File: src/status_pkg.sv
// Behaviour
// - Operation complete sets event bit 0 (bus)
// - Empty-queue read or lost data sets bit 2 (bus)
// - Unexecutable recognised command sets bit 4, dropped
// - Unparsable command line sets bit 5, dropped
// - Power-on transition sets event bit 7
// - Event query returns value, then clears all
// - Condition bit 4 high while measuring
// - Bit 8 set on initiated result, fetch clears
// - Operation event read clears; others read unchanged
// - Enabled status byte bit raises RQS, SRQ, bus only
// - Serial poll returns byte, clears RQS, SRQ
// - Bit 3 follows enabled questionable summary
// - Bit 4 while queue holds data, bus only
// - Bit 5 follows enabled standard events
// - Poll bit 6 is RQS, once per reason
// - Query bit 6 is MSS, bus only
// - Bit 7 follows enabled operation events
// - Clear-status clears events, summary, completion states
// - Completion command pending; serial link errors
// - Completion query pushes '1'; serial link errors
// - Only enabled bits reach the summary
// - Event latches condition rising edge; reads harmless
package status_pkg;

  // Command codes from the parser
  typedef enum logic [3:0] {
    CMD_NONE      = 4'b0000,
    CMD_ESR_Q     = 4'b0001,
    CMD_ESE_W     = 4'b0010,
    CMD_ESE_Q     = 4'b0011,
    CMD_OCOND_Q   = 4'b0100,
    CMD_OEVT_Q    = 4'b0101,
    CMD_OEN_W     = 4'b0110,
    CMD_OEN_Q     = 4'b0111,
    CMD_STB_Q     = 4'b1000,
    CMD_SRE_W     = 4'b1001,
    CMD_SRE_Q     = 4'b1010,
    CMD_CLS       = 4'b1011,
    CMD_OPC       = 4'b1100,
    CMD_OPC_Q     = 4'b1101
  } cmd_type;

  localparam int STD_W = 8;
  localparam int OPER_W = 16;

  // Standard event bit positions
  localparam int SE_OPC = 0;
  localparam int SE_QYE = 2;
  localparam int SE_EXE = 4;
  localparam int SE_CME = 5;
  localparam int SE_PON = 7;
  localparam logic [7:0] SE_USED = 8'hB5;

  // Operation bit positions
  localparam int OP_MEAS = 4;
  localparam int OP_AVAIL = 8;
  localparam logic [15:0] OP_USED = 16'h0110;

  // Status byte bit positions
  localparam int SB_QUES = 3;
  localparam int SB_MAV = 4;
  localparam int SB_ESB = 5;
  localparam int SB_RQS = 6;
  localparam int SB_OPER = 7;

  // Reset values
  localparam logic [7:0] SE_RST = 8'h80;
  localparam logic [7:0] SE_MASK_RST = 8'h00;
  localparam logic [15:0] OP_RST = 16'h0000;
  localparam logic [7:0] SRE_RST = 8'h00;

  // Reply character placed in the output queue after completion query
  localparam logic [7:0] OPC_REPLY = 8'h31;

endpackage

File: src/event_if.sv
// One event register group: set pulses in, latched flags and summary out
interface event_if #(parameter int W = 8);
  logic [W-1:0] set_bits;
  logic [W-1:0] mask;
  logic         clear;
  logic [W-1:0] flags;
  logic         summary;

  modport owner (input set_bits, input mask, input clear, output flags, output summary);
  modport user  (output set_bits, output mask, output clear, input flags, input summary);
endinterface

File: src/event_latch.sv
module event_latch #(
  parameter int           W       = 8,
  parameter logic [W-1:0] RST_VAL = '0
) (
  input wire logic sys_clk,
  input wire logic sys_rst,
  event_if.owner   ev
);

  logic [W-1:0] flags_r;

  // Sticky flags; a set in the clearing cycle survives the clear
  always_ff @(posedge sys_clk) begin
    if (sys_rst) begin
      flags_r <= RST_VAL;
    end else if (ev.clear) begin
      flags_r <= ev.set_bits;
    end else begin
      flags_r <= flags_r | ev.set_bits;
    end
  end

  // Summary drops at once when the mask bits are cleared
  assign ev.flags = flags_r;
  assign ev.summary = |(flags_r & ev.mask);

  property p_set_sticks;
    @(posedge sys_clk) disable iff (sys_rst)
      (ev.set_bits != '0) |=> ((ev.flags & $past(ev.set_bits)) == $past(ev.set_bits));
  endproperty
  a_set_sticks: assert property (p_set_sticks) else $error("event set was lost");

endmodule

File: src/status_reporting_service_request.sv
module status_reporting_service_request
  import status_pkg::*;
(
  input  wire logic        sys_clk,
  input  wire logic        sys_rst,
  input  wire logic        ieee_mode,
  input  wire logic        cmd_valid,
  input  wire cmd_type     cmd_code,
  input  wire logic [15:0] cmd_data,
  output logic             rsp_valid,
  output logic [15:0]      rsp_data,
  input  wire logic        exec_error,
  input  wire logic        parse_error,
  input  wire logic        oq_read_empty,
  input  wire logic        oq_data_lost,
  input  wire logic        oq_has_data,
  input  wire logic        ops_idle,
  input  wire logic        meas_start,
  input  wire logic        meas_done,
  input  wire logic        meas_by_init,
  input  wire logic        fetch_done,
  input  wire logic        ques_summary,
  input  wire logic        poll_req,
  output logic             poll_valid,
  output logic [7:0]       poll_data,
  output logic             srq,
  output logic             opc_push,
  output logic [7:0]       opc_push_data
);

  event_if #(.W(STD_W))  std_ev ();
  event_if #(.W(OPER_W)) op_ev ();

  logic [7:0]  std_mask_r;
  logic [15:0] op_mask_r;
  logic [15:0] op_cond_r;
  logic [15:0] op_cond_prev_r;
  logic [7:0]  sre_r;
  logic        opc_cmd_pend_r;
  logic        opc_qry_pend_r;
  logic        rqs_r;
  logic [7:0]  req_prev_r;
  logic [7:0]  summary_byte;
  logic [7:0]  req_bits;
  logic        cmd_cls;
  logic        cmd_opc_serial;
  logic        opc_fire;
  logic        opcq_fire;
  logic [7:0]  std_set;

  // Any bit common to two vectors
  function automatic logic any_common(input logic [7:0] a, input logic [7:0] b);
    return |(a & b);
  endfunction

  // Pulse qualified by a command code
  function automatic logic is_cmd(input logic v, input cmd_type c, input cmd_type want);
    return v && (c == want);
  endfunction

  assign cmd_cls = is_cmd(cmd_valid, cmd_code, CMD_CLS);

  // Completion commands are bus only; on the serial link they become parse errors
  assign cmd_opc_serial = !ieee_mode
                          && (is_cmd(cmd_valid, cmd_code, CMD_OPC)
                              || is_cmd(cmd_valid, cmd_code, CMD_OPC_Q));

  // Pending completion fires once nothing is in progress; clear-status cancels
  assign opc_fire  = opc_cmd_pend_r && ops_idle && !cmd_cls;
  assign opcq_fire = opc_qry_pend_r && ops_idle && !cmd_cls;

  // Standard event set sources
  always_comb begin
    std_set = 8'h00;
    std_set[SE_OPC] = opc_fire && ieee_mode;
    std_set[SE_QYE] = (oq_read_empty || oq_data_lost) && ieee_mode;
    std_set[SE_EXE] = exec_error;
    std_set[SE_CME] = parse_error || cmd_opc_serial;
  end

  // Standard event register; power-on bit set by the reset value
  assign std_ev.set_bits = std_set & SE_USED;
  assign std_ev.mask = std_mask_r;
  assign std_ev.clear = is_cmd(cmd_valid, cmd_code, CMD_ESR_Q) || cmd_cls;

  event_latch #(.W(STD_W), .RST_VAL(SE_RST)) u_std_event (
    .sys_clk (sys_clk),
    .sys_rst (sys_rst),
    .ev      (std_ev)
  );

  // Operation condition: measuring and result-available levels
  always_ff @(posedge sys_clk) begin
    if (sys_rst) begin
      op_cond_r <= OP_RST;
    end else begin
      if (meas_start) begin
        op_cond_r[OP_MEAS] <= 1'b1;
      end else if (meas_done) begin
        op_cond_r[OP_MEAS] <= 1'b0;
      end
      if (meas_done && meas_by_init) begin
        op_cond_r[OP_AVAIL] <= 1'b1;
      end else if (fetch_done) begin
        op_cond_r[OP_AVAIL] <= 1'b0;
      end
    end
  end

  // Previous condition for rising-edge detection
  always_ff @(posedge sys_clk) begin
    if (sys_rst) begin
      op_cond_prev_r <= OP_RST;
    end else begin
      op_cond_prev_r <= op_cond_r;
    end
  end

  // Operation event register latches rising condition edges only
  assign op_ev.set_bits = op_cond_r & ~op_cond_prev_r & OP_USED;
  assign op_ev.mask = op_mask_r;
  assign op_ev.clear = is_cmd(cmd_valid, cmd_code, CMD_OEVT_Q) || cmd_cls;

  event_latch #(.W(OPER_W), .RST_VAL(OP_RST)) u_oper_event (
    .sys_clk (sys_clk),
    .sys_rst (sys_rst),
    .ev      (op_ev)
  );

  // Mask registers written by the host
  always_ff @(posedge sys_clk) begin
    if (sys_rst) begin
      std_mask_r <= SE_MASK_RST;
      op_mask_r <= OP_RST;
      sre_r <= SRE_RST;
    end else if (cmd_valid) begin
      if (cmd_code == CMD_ESE_W) begin
        std_mask_r <= cmd_data[7:0] & SE_USED;
      end
      if (cmd_code == CMD_OEN_W) begin
        op_mask_r <= cmd_data & OP_USED;
      end
      if (cmd_code == CMD_SRE_W) begin
        // Bit 6 cannot request service about itself
        sre_r <= cmd_data[7:0] & ~(8'h01 << SB_RQS);
      end
    end
  end

  // Summary bits, live so that reads and mask writes drop them at once
  always_comb begin
    summary_byte = 8'h00;
    summary_byte[SB_QUES] = ques_summary;
    summary_byte[SB_MAV] = oq_has_data && ieee_mode;
    summary_byte[SB_ESB] = std_ev.summary;
    summary_byte[SB_OPER] = op_ev.summary;
  end

  assign req_bits = summary_byte & sre_r;

  // Previous request bits, to spot a new reason for service
  always_ff @(posedge sys_clk) begin
    if (sys_rst) begin
      req_prev_r <= 8'h00;
    end else begin
      req_prev_r <= req_bits;
    end
  end

  // RQS: set on a new reason, cleared by poll, on the serial link or when no reason remains
  always_ff @(posedge sys_clk) begin
    if (sys_rst) begin
      rqs_r <= 1'b0;
    end else if (!ieee_mode || !any_common(summary_byte, sre_r)) begin
      rqs_r <= 1'b0;
    end else if (any_common(req_bits, ~req_prev_r)) begin
      rqs_r <= 1'b1;
    end else if (poll_req) begin
      rqs_r <= 1'b0;
    end
  end

  assign srq = rqs_r;

  // Serial poll answer carries RQS in bit 6
  always_ff @(posedge sys_clk) begin
    if (sys_rst) begin
      poll_valid <= 1'b0;
      poll_data <= 8'h00;
    end else begin
      poll_valid <= poll_req;
      if (poll_req) begin
        poll_data <= summary_byte | ({7'h00, rqs_r} << SB_RQS);
      end
    end
  end

  // Completion tracking states
  always_ff @(posedge sys_clk) begin
    if (sys_rst) begin
      opc_cmd_pend_r <= 1'b0;
      opc_qry_pend_r <= 1'b0;
    end else if (cmd_cls) begin
      opc_cmd_pend_r <= 1'b0;
      opc_qry_pend_r <= 1'b0;
    end else begin
      if (ieee_mode && is_cmd(cmd_valid, cmd_code, CMD_OPC)) begin
        opc_cmd_pend_r <= 1'b1;
      end else if (opc_fire) begin
        opc_cmd_pend_r <= 1'b0;
      end
      if (ieee_mode && is_cmd(cmd_valid, cmd_code, CMD_OPC_Q)) begin
        opc_qry_pend_r <= 1'b1;
      end else if (opcq_fire) begin
        opc_qry_pend_r <= 1'b0;
      end
    end
  end

  // Reply character to the output queue; its arrival raises the queue bit
  always_ff @(posedge sys_clk) begin
    if (sys_rst) begin
      opc_push <= 1'b0;
      opc_push_data <= 8'h00;
    end else begin
      opc_push <= opcq_fire && ieee_mode;
      opc_push_data <= OPC_REPLY;
    end
  end

  // Query answers; event values are sampled before their clear lands
  always_ff @(posedge sys_clk) begin
    if (sys_rst) begin
      rsp_valid <= 1'b0;
      rsp_data <= 16'h0000;
    end else begin
      rsp_valid <= 1'b0;
      if (cmd_valid) begin
        rsp_valid <= 1'b1;
        unique case (cmd_code)
          CMD_ESR_Q:   rsp_data <= {8'h00, std_ev.flags};
          CMD_ESE_Q:   rsp_data <= {8'h00, std_mask_r};
          CMD_OCOND_Q: rsp_data <= op_cond_r;
          CMD_OEVT_Q:  rsp_data <= op_ev.flags;
          CMD_OEN_Q:   rsp_data <= op_mask_r;
          CMD_STB_Q: begin
            rsp_data <= {8'h00, summary_byte
                         | ({7'h00, ieee_mode && (req_bits != 8'h00)} << SB_RQS)};
          end
          CMD_SRE_Q:   rsp_data <= {8'h00, sre_r};
          default:     rsp_valid <= 1'b0;
        endcase
      end
    end
  end

  property p_esr_clears;
    @(posedge sys_clk) disable iff (sys_rst)
      (cmd_valid && cmd_code == CMD_ESR_Q && std_ev.set_bits == 8'h00)
        |=> (std_ev.flags == 8'h00);
  endproperty
  a_esr_clears: assert property (p_esr_clears) else $error("event read did not clear");

  property p_esr_reply;
    @(posedge sys_clk) disable iff (sys_rst)
      (cmd_valid && cmd_code == CMD_ESR_Q) |=> (rsp_valid && rsp_data[7:0] == $past(std_ev.flags));
  endproperty
  a_esr_reply: assert property (p_esr_reply) else $error("event query reply wrong");

  property p_power_on;
    @(posedge sys_clk) $fell(sys_rst) |-> std_ev.flags[SE_PON];
  endproperty
  a_power_on: assert property (p_power_on) else $error("power-on flag missing");

  property p_measuring;
    @(posedge sys_clk) disable iff (sys_rst)
      (meas_start && !op_cond_r[OP_MEAS])
        |=> op_cond_r[OP_MEAS] ##1 (op_ev.flags[OP_MEAS] || op_ev.clear);
  endproperty
  a_measuring: assert property (p_measuring) else $error("measuring not flagged");

  property p_fetch_clears;
    @(posedge sys_clk) disable iff (sys_rst)
      (fetch_done && !(meas_done && meas_by_init)) |=> !op_cond_r[OP_AVAIL];
  endproperty
  a_fetch_clears: assert property (p_fetch_clears) else $error("fetch left result flag");

  property p_srq_follows;
    @(posedge sys_clk) disable iff (sys_rst)
      srq |-> ($past(ieee_mode) && ($past(req_bits) != 8'h00));
  endproperty
  a_srq_follows: assert property (p_srq_follows) else $error("service request without reason");

  property p_new_reason;
    @(posedge sys_clk) disable iff (sys_rst)
      (ieee_mode && (req_bits & ~req_prev_r) != 8'h00) |=> srq || (req_bits == 8'h00);
  endproperty
  a_new_reason: assert property (p_new_reason) else $error("new reason not requested");

  property p_poll_clears;
    @(posedge sys_clk) disable iff (sys_rst)
      (poll_req && rqs_r && (req_bits & ~req_prev_r) == 8'h00)
        |=> !srq ##0 poll_valid && poll_data[SB_RQS];
  endproperty
  a_poll_clears: assert property (p_poll_clears) else $error("poll did not release request");

  property p_serial_mav;
    @(posedge sys_clk) disable iff (sys_rst)
      !ieee_mode |-> !summary_byte[SB_MAV] ##1 !srq;
  endproperty
  a_serial_mav: assert property (p_serial_mav) else $error("bus-only bits on serial link");

  property p_opc_serial;
    @(posedge sys_clk) disable iff (sys_rst)
      (cmd_valid && cmd_code == CMD_OPC && !ieee_mode && !cmd_cls)
        |=> std_ev.flags[SE_CME] && !opc_cmd_pend_r;
  endproperty
  a_opc_serial: assert property (p_opc_serial) else $error("serial completion not refused");

  property p_opcq_push;
    @(posedge sys_clk) disable iff (sys_rst)
      (opc_qry_pend_r && ops_idle && ieee_mode && !cmd_cls)
        |=> opc_push && opc_push_data == OPC_REPLY;
  endproperty
  a_opcq_push: assert property (p_opcq_push) else $error("completion reply not pushed");

  property p_cls;
    @(posedge sys_clk) disable iff (sys_rst)
      cmd_cls |=> !opc_cmd_pend_r && !opc_qry_pend_r && op_ev.flags == $past(op_ev.set_bits);
  endproperty
  a_cls: assert property (p_cls) else $error("clear-status incomplete");

  property p_op_width;
    @(posedge sys_clk) disable iff (sys_rst)
      ((op_ev.flags | op_mask_r | op_cond_r) & ~OP_USED) == 16'h0000;
  endproperty
  a_op_width: assert property (p_op_width) else $error("undefined operation bit set");

  property p_ese_summary;
    @(posedge sys_clk) disable iff (sys_rst)
      (cmd_valid && cmd_code == CMD_ESR_Q && std_ev.set_bits == 8'h00)
        |=> !summary_byte[SB_ESB];
  endproperty
  a_ese_summary: assert property (p_ese_summary) else $error("standard summary wrong");

endmodule

File: config.mk
export PLATFORM = sky130hd
export DESIGN_NAME = status_reporting_service_request
export DESIGN_NICKNAME = d
export VERILOG_FILES = /design/src/status_pkg.sv /design/src/event_if.sv /design/src/event_latch.sv /design/src/status_reporting_service_request.sv
export SDC_FILE = /design/constraint.sdc
export NUM_CORES = 1
export LEC_CHECK = 0
export BUFFER_PORTS_ARGS = -buffer_cell sky130_fd_sc_hd__buf_2
export CAP_MARGIN = 20
export CORE_MARGIN = 8
export CORE_UTILIZATION = 42
export DETAILED_ROUTE_END_ITERATION = 8
export GPL_TIMING_DRIVEN = 0
export PLACE_DENSITY_LB_ADDON = 0.15
export SYNTH_ARGS = -nofsm -noshare
export SYNTH_HDL_FRONTEND = slang
export SYNTH_SLANG_ARGS = --single-unit
File: constraint.sdc
create_clock -name sys_clk -period 1.71 [get_ports sys_clk]
set_input_delay 0 -clock sys_clk [delete_from_list [all_inputs] [get_ports sys_clk]]
set_output_delay 0 -clock sys_clk [all_outputs]
set_load 0.02 [all_outputs]
==> implementation parameters <==
Parameter                              Value

Clocking
  Clock latency on the worst-skew pair ... 0.31 ns
  Post-CTS clock slew at the launch and capture registers of the worst setup and hold paths ... ~0.090 ns
  CTS root buf ... clkbuf_8
  CTS H-tree depth ... 2
  Clock Path Buffers ... 2
  CTS Buf Count ... 5
  CTS tree ... done
  Number of sinks handled by clock tree synthesis ... 50
  Count of buffers added by post-CTS timing repair for setup ... 0

Floorplanning
  Row cnt ... 27
  Initial cell density of the core ... 0.4321
  Vertical die dimension ... 91.04 µm
  Area of the die ... ~8300 µm²
  Top-Level Pins ... 72
  Total core area ... between 5000 and 6000 µm²
  Chip width ... between 90 and 100 µm

Timing
  Final min period ... roughly 1.6 ns
  Worst-margin pin slew ... roughly 0.60 ns
  Relative max-transition margin ... 0.5984
  # setup viols final ... 0
  Worst setup skew after layout ... about 0.0044 ns
  Crit share post-route ... 0.9388
  Maximum frequency from static timing analysis ... 0.6229 GHz
  Accumulated negative setup slack ... 0 ns
  Pins over their slew limit ... 0
  Final hold violation count ... 0
  Unrepaired setup endpoints after global routing ... false
  Worst path setup slack after routing ... approximately 0.10 ns

Cells and area
  Finished layout cell area ... a little over 3000 µm²
  FF/Latch Area ... roughly 1000 µm²
  Most frequent cells in the layout ... dfxtp_1, buf_2, nor2_1
  Filler Cell Count ... 548
  Ratio of cells with drive above 1 in the final layout ... 0.2622
  Total inserted antenna cells ... 0
  Post-layout nets ... approximately 380
  Area used by multi-input combinational logic ... 1177 µm²
  Most common cell after layout, fill and taps aside ... dfxtp_1
  Area growth from synthesis to layout ... 28.62%

Route
  Vias per Instance ... around 5.2
  First DRT Iteration DRCs ... 136
  Total length of routed met2 wires ... roughly 2.9 mm
  Top routing layer used ... met4
  Routed length per placed instance ... 15.45 µm
  Sum of routed wire segments on met1 ... slightly below 3 mm
  Vias post-DR ... 2163
  # DRC ... 0
  Antenna Nets Post-Route ... 0
  Total met3 wirelength after detailed routing ... approximately 450 µm
  Routed Wire Length ... around 6.5 mm
  Number of iterations in the first detailed-routing pass ... 5

Synth
  Synthesized netlist cell count ... 260
  Number of warning messages in the yosys log ... 0
  Netlist cell types ... 62
  Sequential cell area fraction in the yosys report ... 0.4233
  Post-synthesis async set-or-reset flop share ... 0
  Flip-flop cell with the highest count after synthesis ... dfxtp_1
  Number of enable-type register cells in the synthesized netlist ... 0
  Post-Synthesis Cell Area ... roughly 2400 µm²
  Post-Synthesis Mean Instance Area ... just over 9 µm²
  Flop and latch count out of synthesis ... 50

Critical path
  Largest incremental delay on the critical path ... around 0.54 ns
  Critical register-to-register path endpoint ... rsp_data[6]
  Slowest cell on crit path ... a222oi_1
  Crit path cell chain ... a222oi_1 -> a21o_1 -> a41oi_1 -> a32o_1
  FF-to-FF setup slack ... between 0.1 and 0.15 ns
  Launching instance or port of the critical path ... u_std_event.ev.flags[2]
  Cell count of the worst reg-to-reg path ... 4
  CP Class ... flop to flop
  Worst r2r src ... u_std_event.ev.flags[2]
  Data required time of the worst path ... around 1.9 ns
  CP endpoint kind ... flop
  Number of buffers and inverters on the critical path ... 0
  Arrival time of the worst setup path ... between 1.5 and 2 ns
  Kind of start point of the critical path ... flop
  Peak fanout along the critical path ... 3
  Kind of cell with the highest combined delay on the critical path ... compound AO/OA/AOI/OAI gates

Hold path
  Worst Min Path Start ... oq_data_lost
  WHS Endpoint ... u_std_event.ev.flags[2]
  Path type of the worst min-delay path ... primary input to flop
  Cell depth of the worst hold path ... 3

GRT
  Maximum number of pins on one net before global-route repair ... 16
  Via count of the first global-routing pass ... between 2000 and 2500
  Wire length of the first global-routing pass ... 11.05 mm
  Antenna violations before repair ... 0
  Grt ovf ... 0
  Total track usage ... 0.1617

Power and ir drop
  IR Drop Worst-Case VDD ... ~0.4 mV
  Total power per unit cell area ... approximately 800 nW/µm²
  Total design power ... 2.436 mW
  Static Leak ... between 1 and 1.5 nW

Placement
  Routability-driven placement congestion ratio ... around 0.90
  Half-perimeter wire length after placement ... approximately 4.8 mm
  Total of buffers placed on input and output ports ... 45
  Placement-stage cell area ... 2733 µm²
  Worst slack after detailed placement ... 0.1636 ns

Run
  Max-capacitance violation count ... 0

Outcome
  Run status ... completed
==> worst register-to-register path, delay by kind of cell (launching register included) <==
family,cells,cell delay [ns]
DFF,1,0.34
AOI/OAI and AO/OA,4,1.18
==> stage by stage <==
step	instances	util	hold slack, ns
final	419	0.5558	0.01729
after global routing	419	0.5558	0.05852
after CTS	419	0.5558	0.01495
after detailed placement	391	0.4993	0.2149
after global placement	391	0.4993	0.2049
after floorplan	274	-	0.08328
==> cell type report <==
class / instances / area share
sequential: 50 / 0.3291
buffer: 31 / 0.06499
tap: 72 / 0.02962
multi-input combinational: 182 / 0.3871
clock buffer: 5 / 0.02262
inverter: 11 / 0.01357
timing repair buffer: 65 / 0.1399
clock inverter: 3 / 0.01316
==> kinds of logic after synthesis <==
group,Yosys count,share of synthesized area
muxes,18,0.07672
buffers and inverters,42,0.1011
DFF,50,0.4233
AOI/OAI and AO/OA,57,0.1773
and+or+nand+nor,91,0.2164
xor gates and xnor gates,1,0.003704
other,1,0.001586
==> synthesized netlist by cell type, drive strengths merged, types with 2 or more instances <==
library cell  instances  area, µm²
inv                  10      37.53
dfxtp                50       1001
o211ai                2      15.01
a21oi                15      75.07
or3                   2      17.52
nand3                 6      30.03
nor3b                 2      20.02
clkbuf                6      23.77
nand4                 3      18.77
o32ai                 2      17.52
a32o                  2      20.02
a22oi                 2      15.01
mux2i                17      170.2
nand3b                3      22.52
a31oi                 3      18.77
buf                  25      173.9
a2bb2oi               2      17.52
a221oi                2      23.77
and2                  2      12.51
a311oi                2      17.52
o21ai                 6      30.03
nand2b                6      40.04
nor2b                 8      52.55
nand2                16      62.56
a32oi                 2      17.52
nor2                 30      112.6
o31ai                 2      15.01
and3b                 3      26.28
a22o                  3      26.28
nor3                  5      47.54
==> metal layers <==
layer  vias up  GRT usage
met5         -          0
li1       1068          -
met3        11    0.04774
met2        90     0.2588
met4         0    0.05321
met1       994     0.2027
==> power by group <==
group / internal, mW / switching, mW / total (mW)
Sequential: 1.20 / 0.0260 / 1.23
Clock: 0.431 / 0.397 / 0.827
Combinational: 0.164 / 0.218 / 0.382
==> worst max path at each step <==
stage              endpoint  slack, ns  cells after the start
6_report        rsp_data[6]       0.10                      4
5_1_grt         rsp_data[6]       0.02                      4
4_1_cts        op_cond_r[8]       0.07                      6
3_5_place_dp    rsp_data[6]       0.16                      4
3_3_place_gp    rsp_data[6]       0.15                      4
2_1_floorplan   rsp_data[6]       0.37                      4
==> flip-flops by register name, indices dropped and copies added (netlist names) <==
register / flops
op_cond_prev_r: 2
rsp_data: 9
poll_data: 5
req_prev_r: 4
opc_push: 1
sre_r: 7
u_std_event.ev.flags: 5
u_oper_event.ev.flags: 2
op_ev.mask: 2
op_cond_r: 2
rsp_valid: 1
std_ev.mask: 5
srq: 1
poll_valid: 1
opc_push_data: 1
opc_cmd_pend_r: 1
opc_qry_pend_r: 1
==> repair_timing <==
| item | in CTS | in global routing |
|---|---|---|
| resized for setup | 0 | 0 |
| hold endpoints to repair | 24 | 1 |
| setup endpoints to repair | 0 | 1 |
| hold buffers | 20 | 1 |
(Power assumes the default switching activity.)
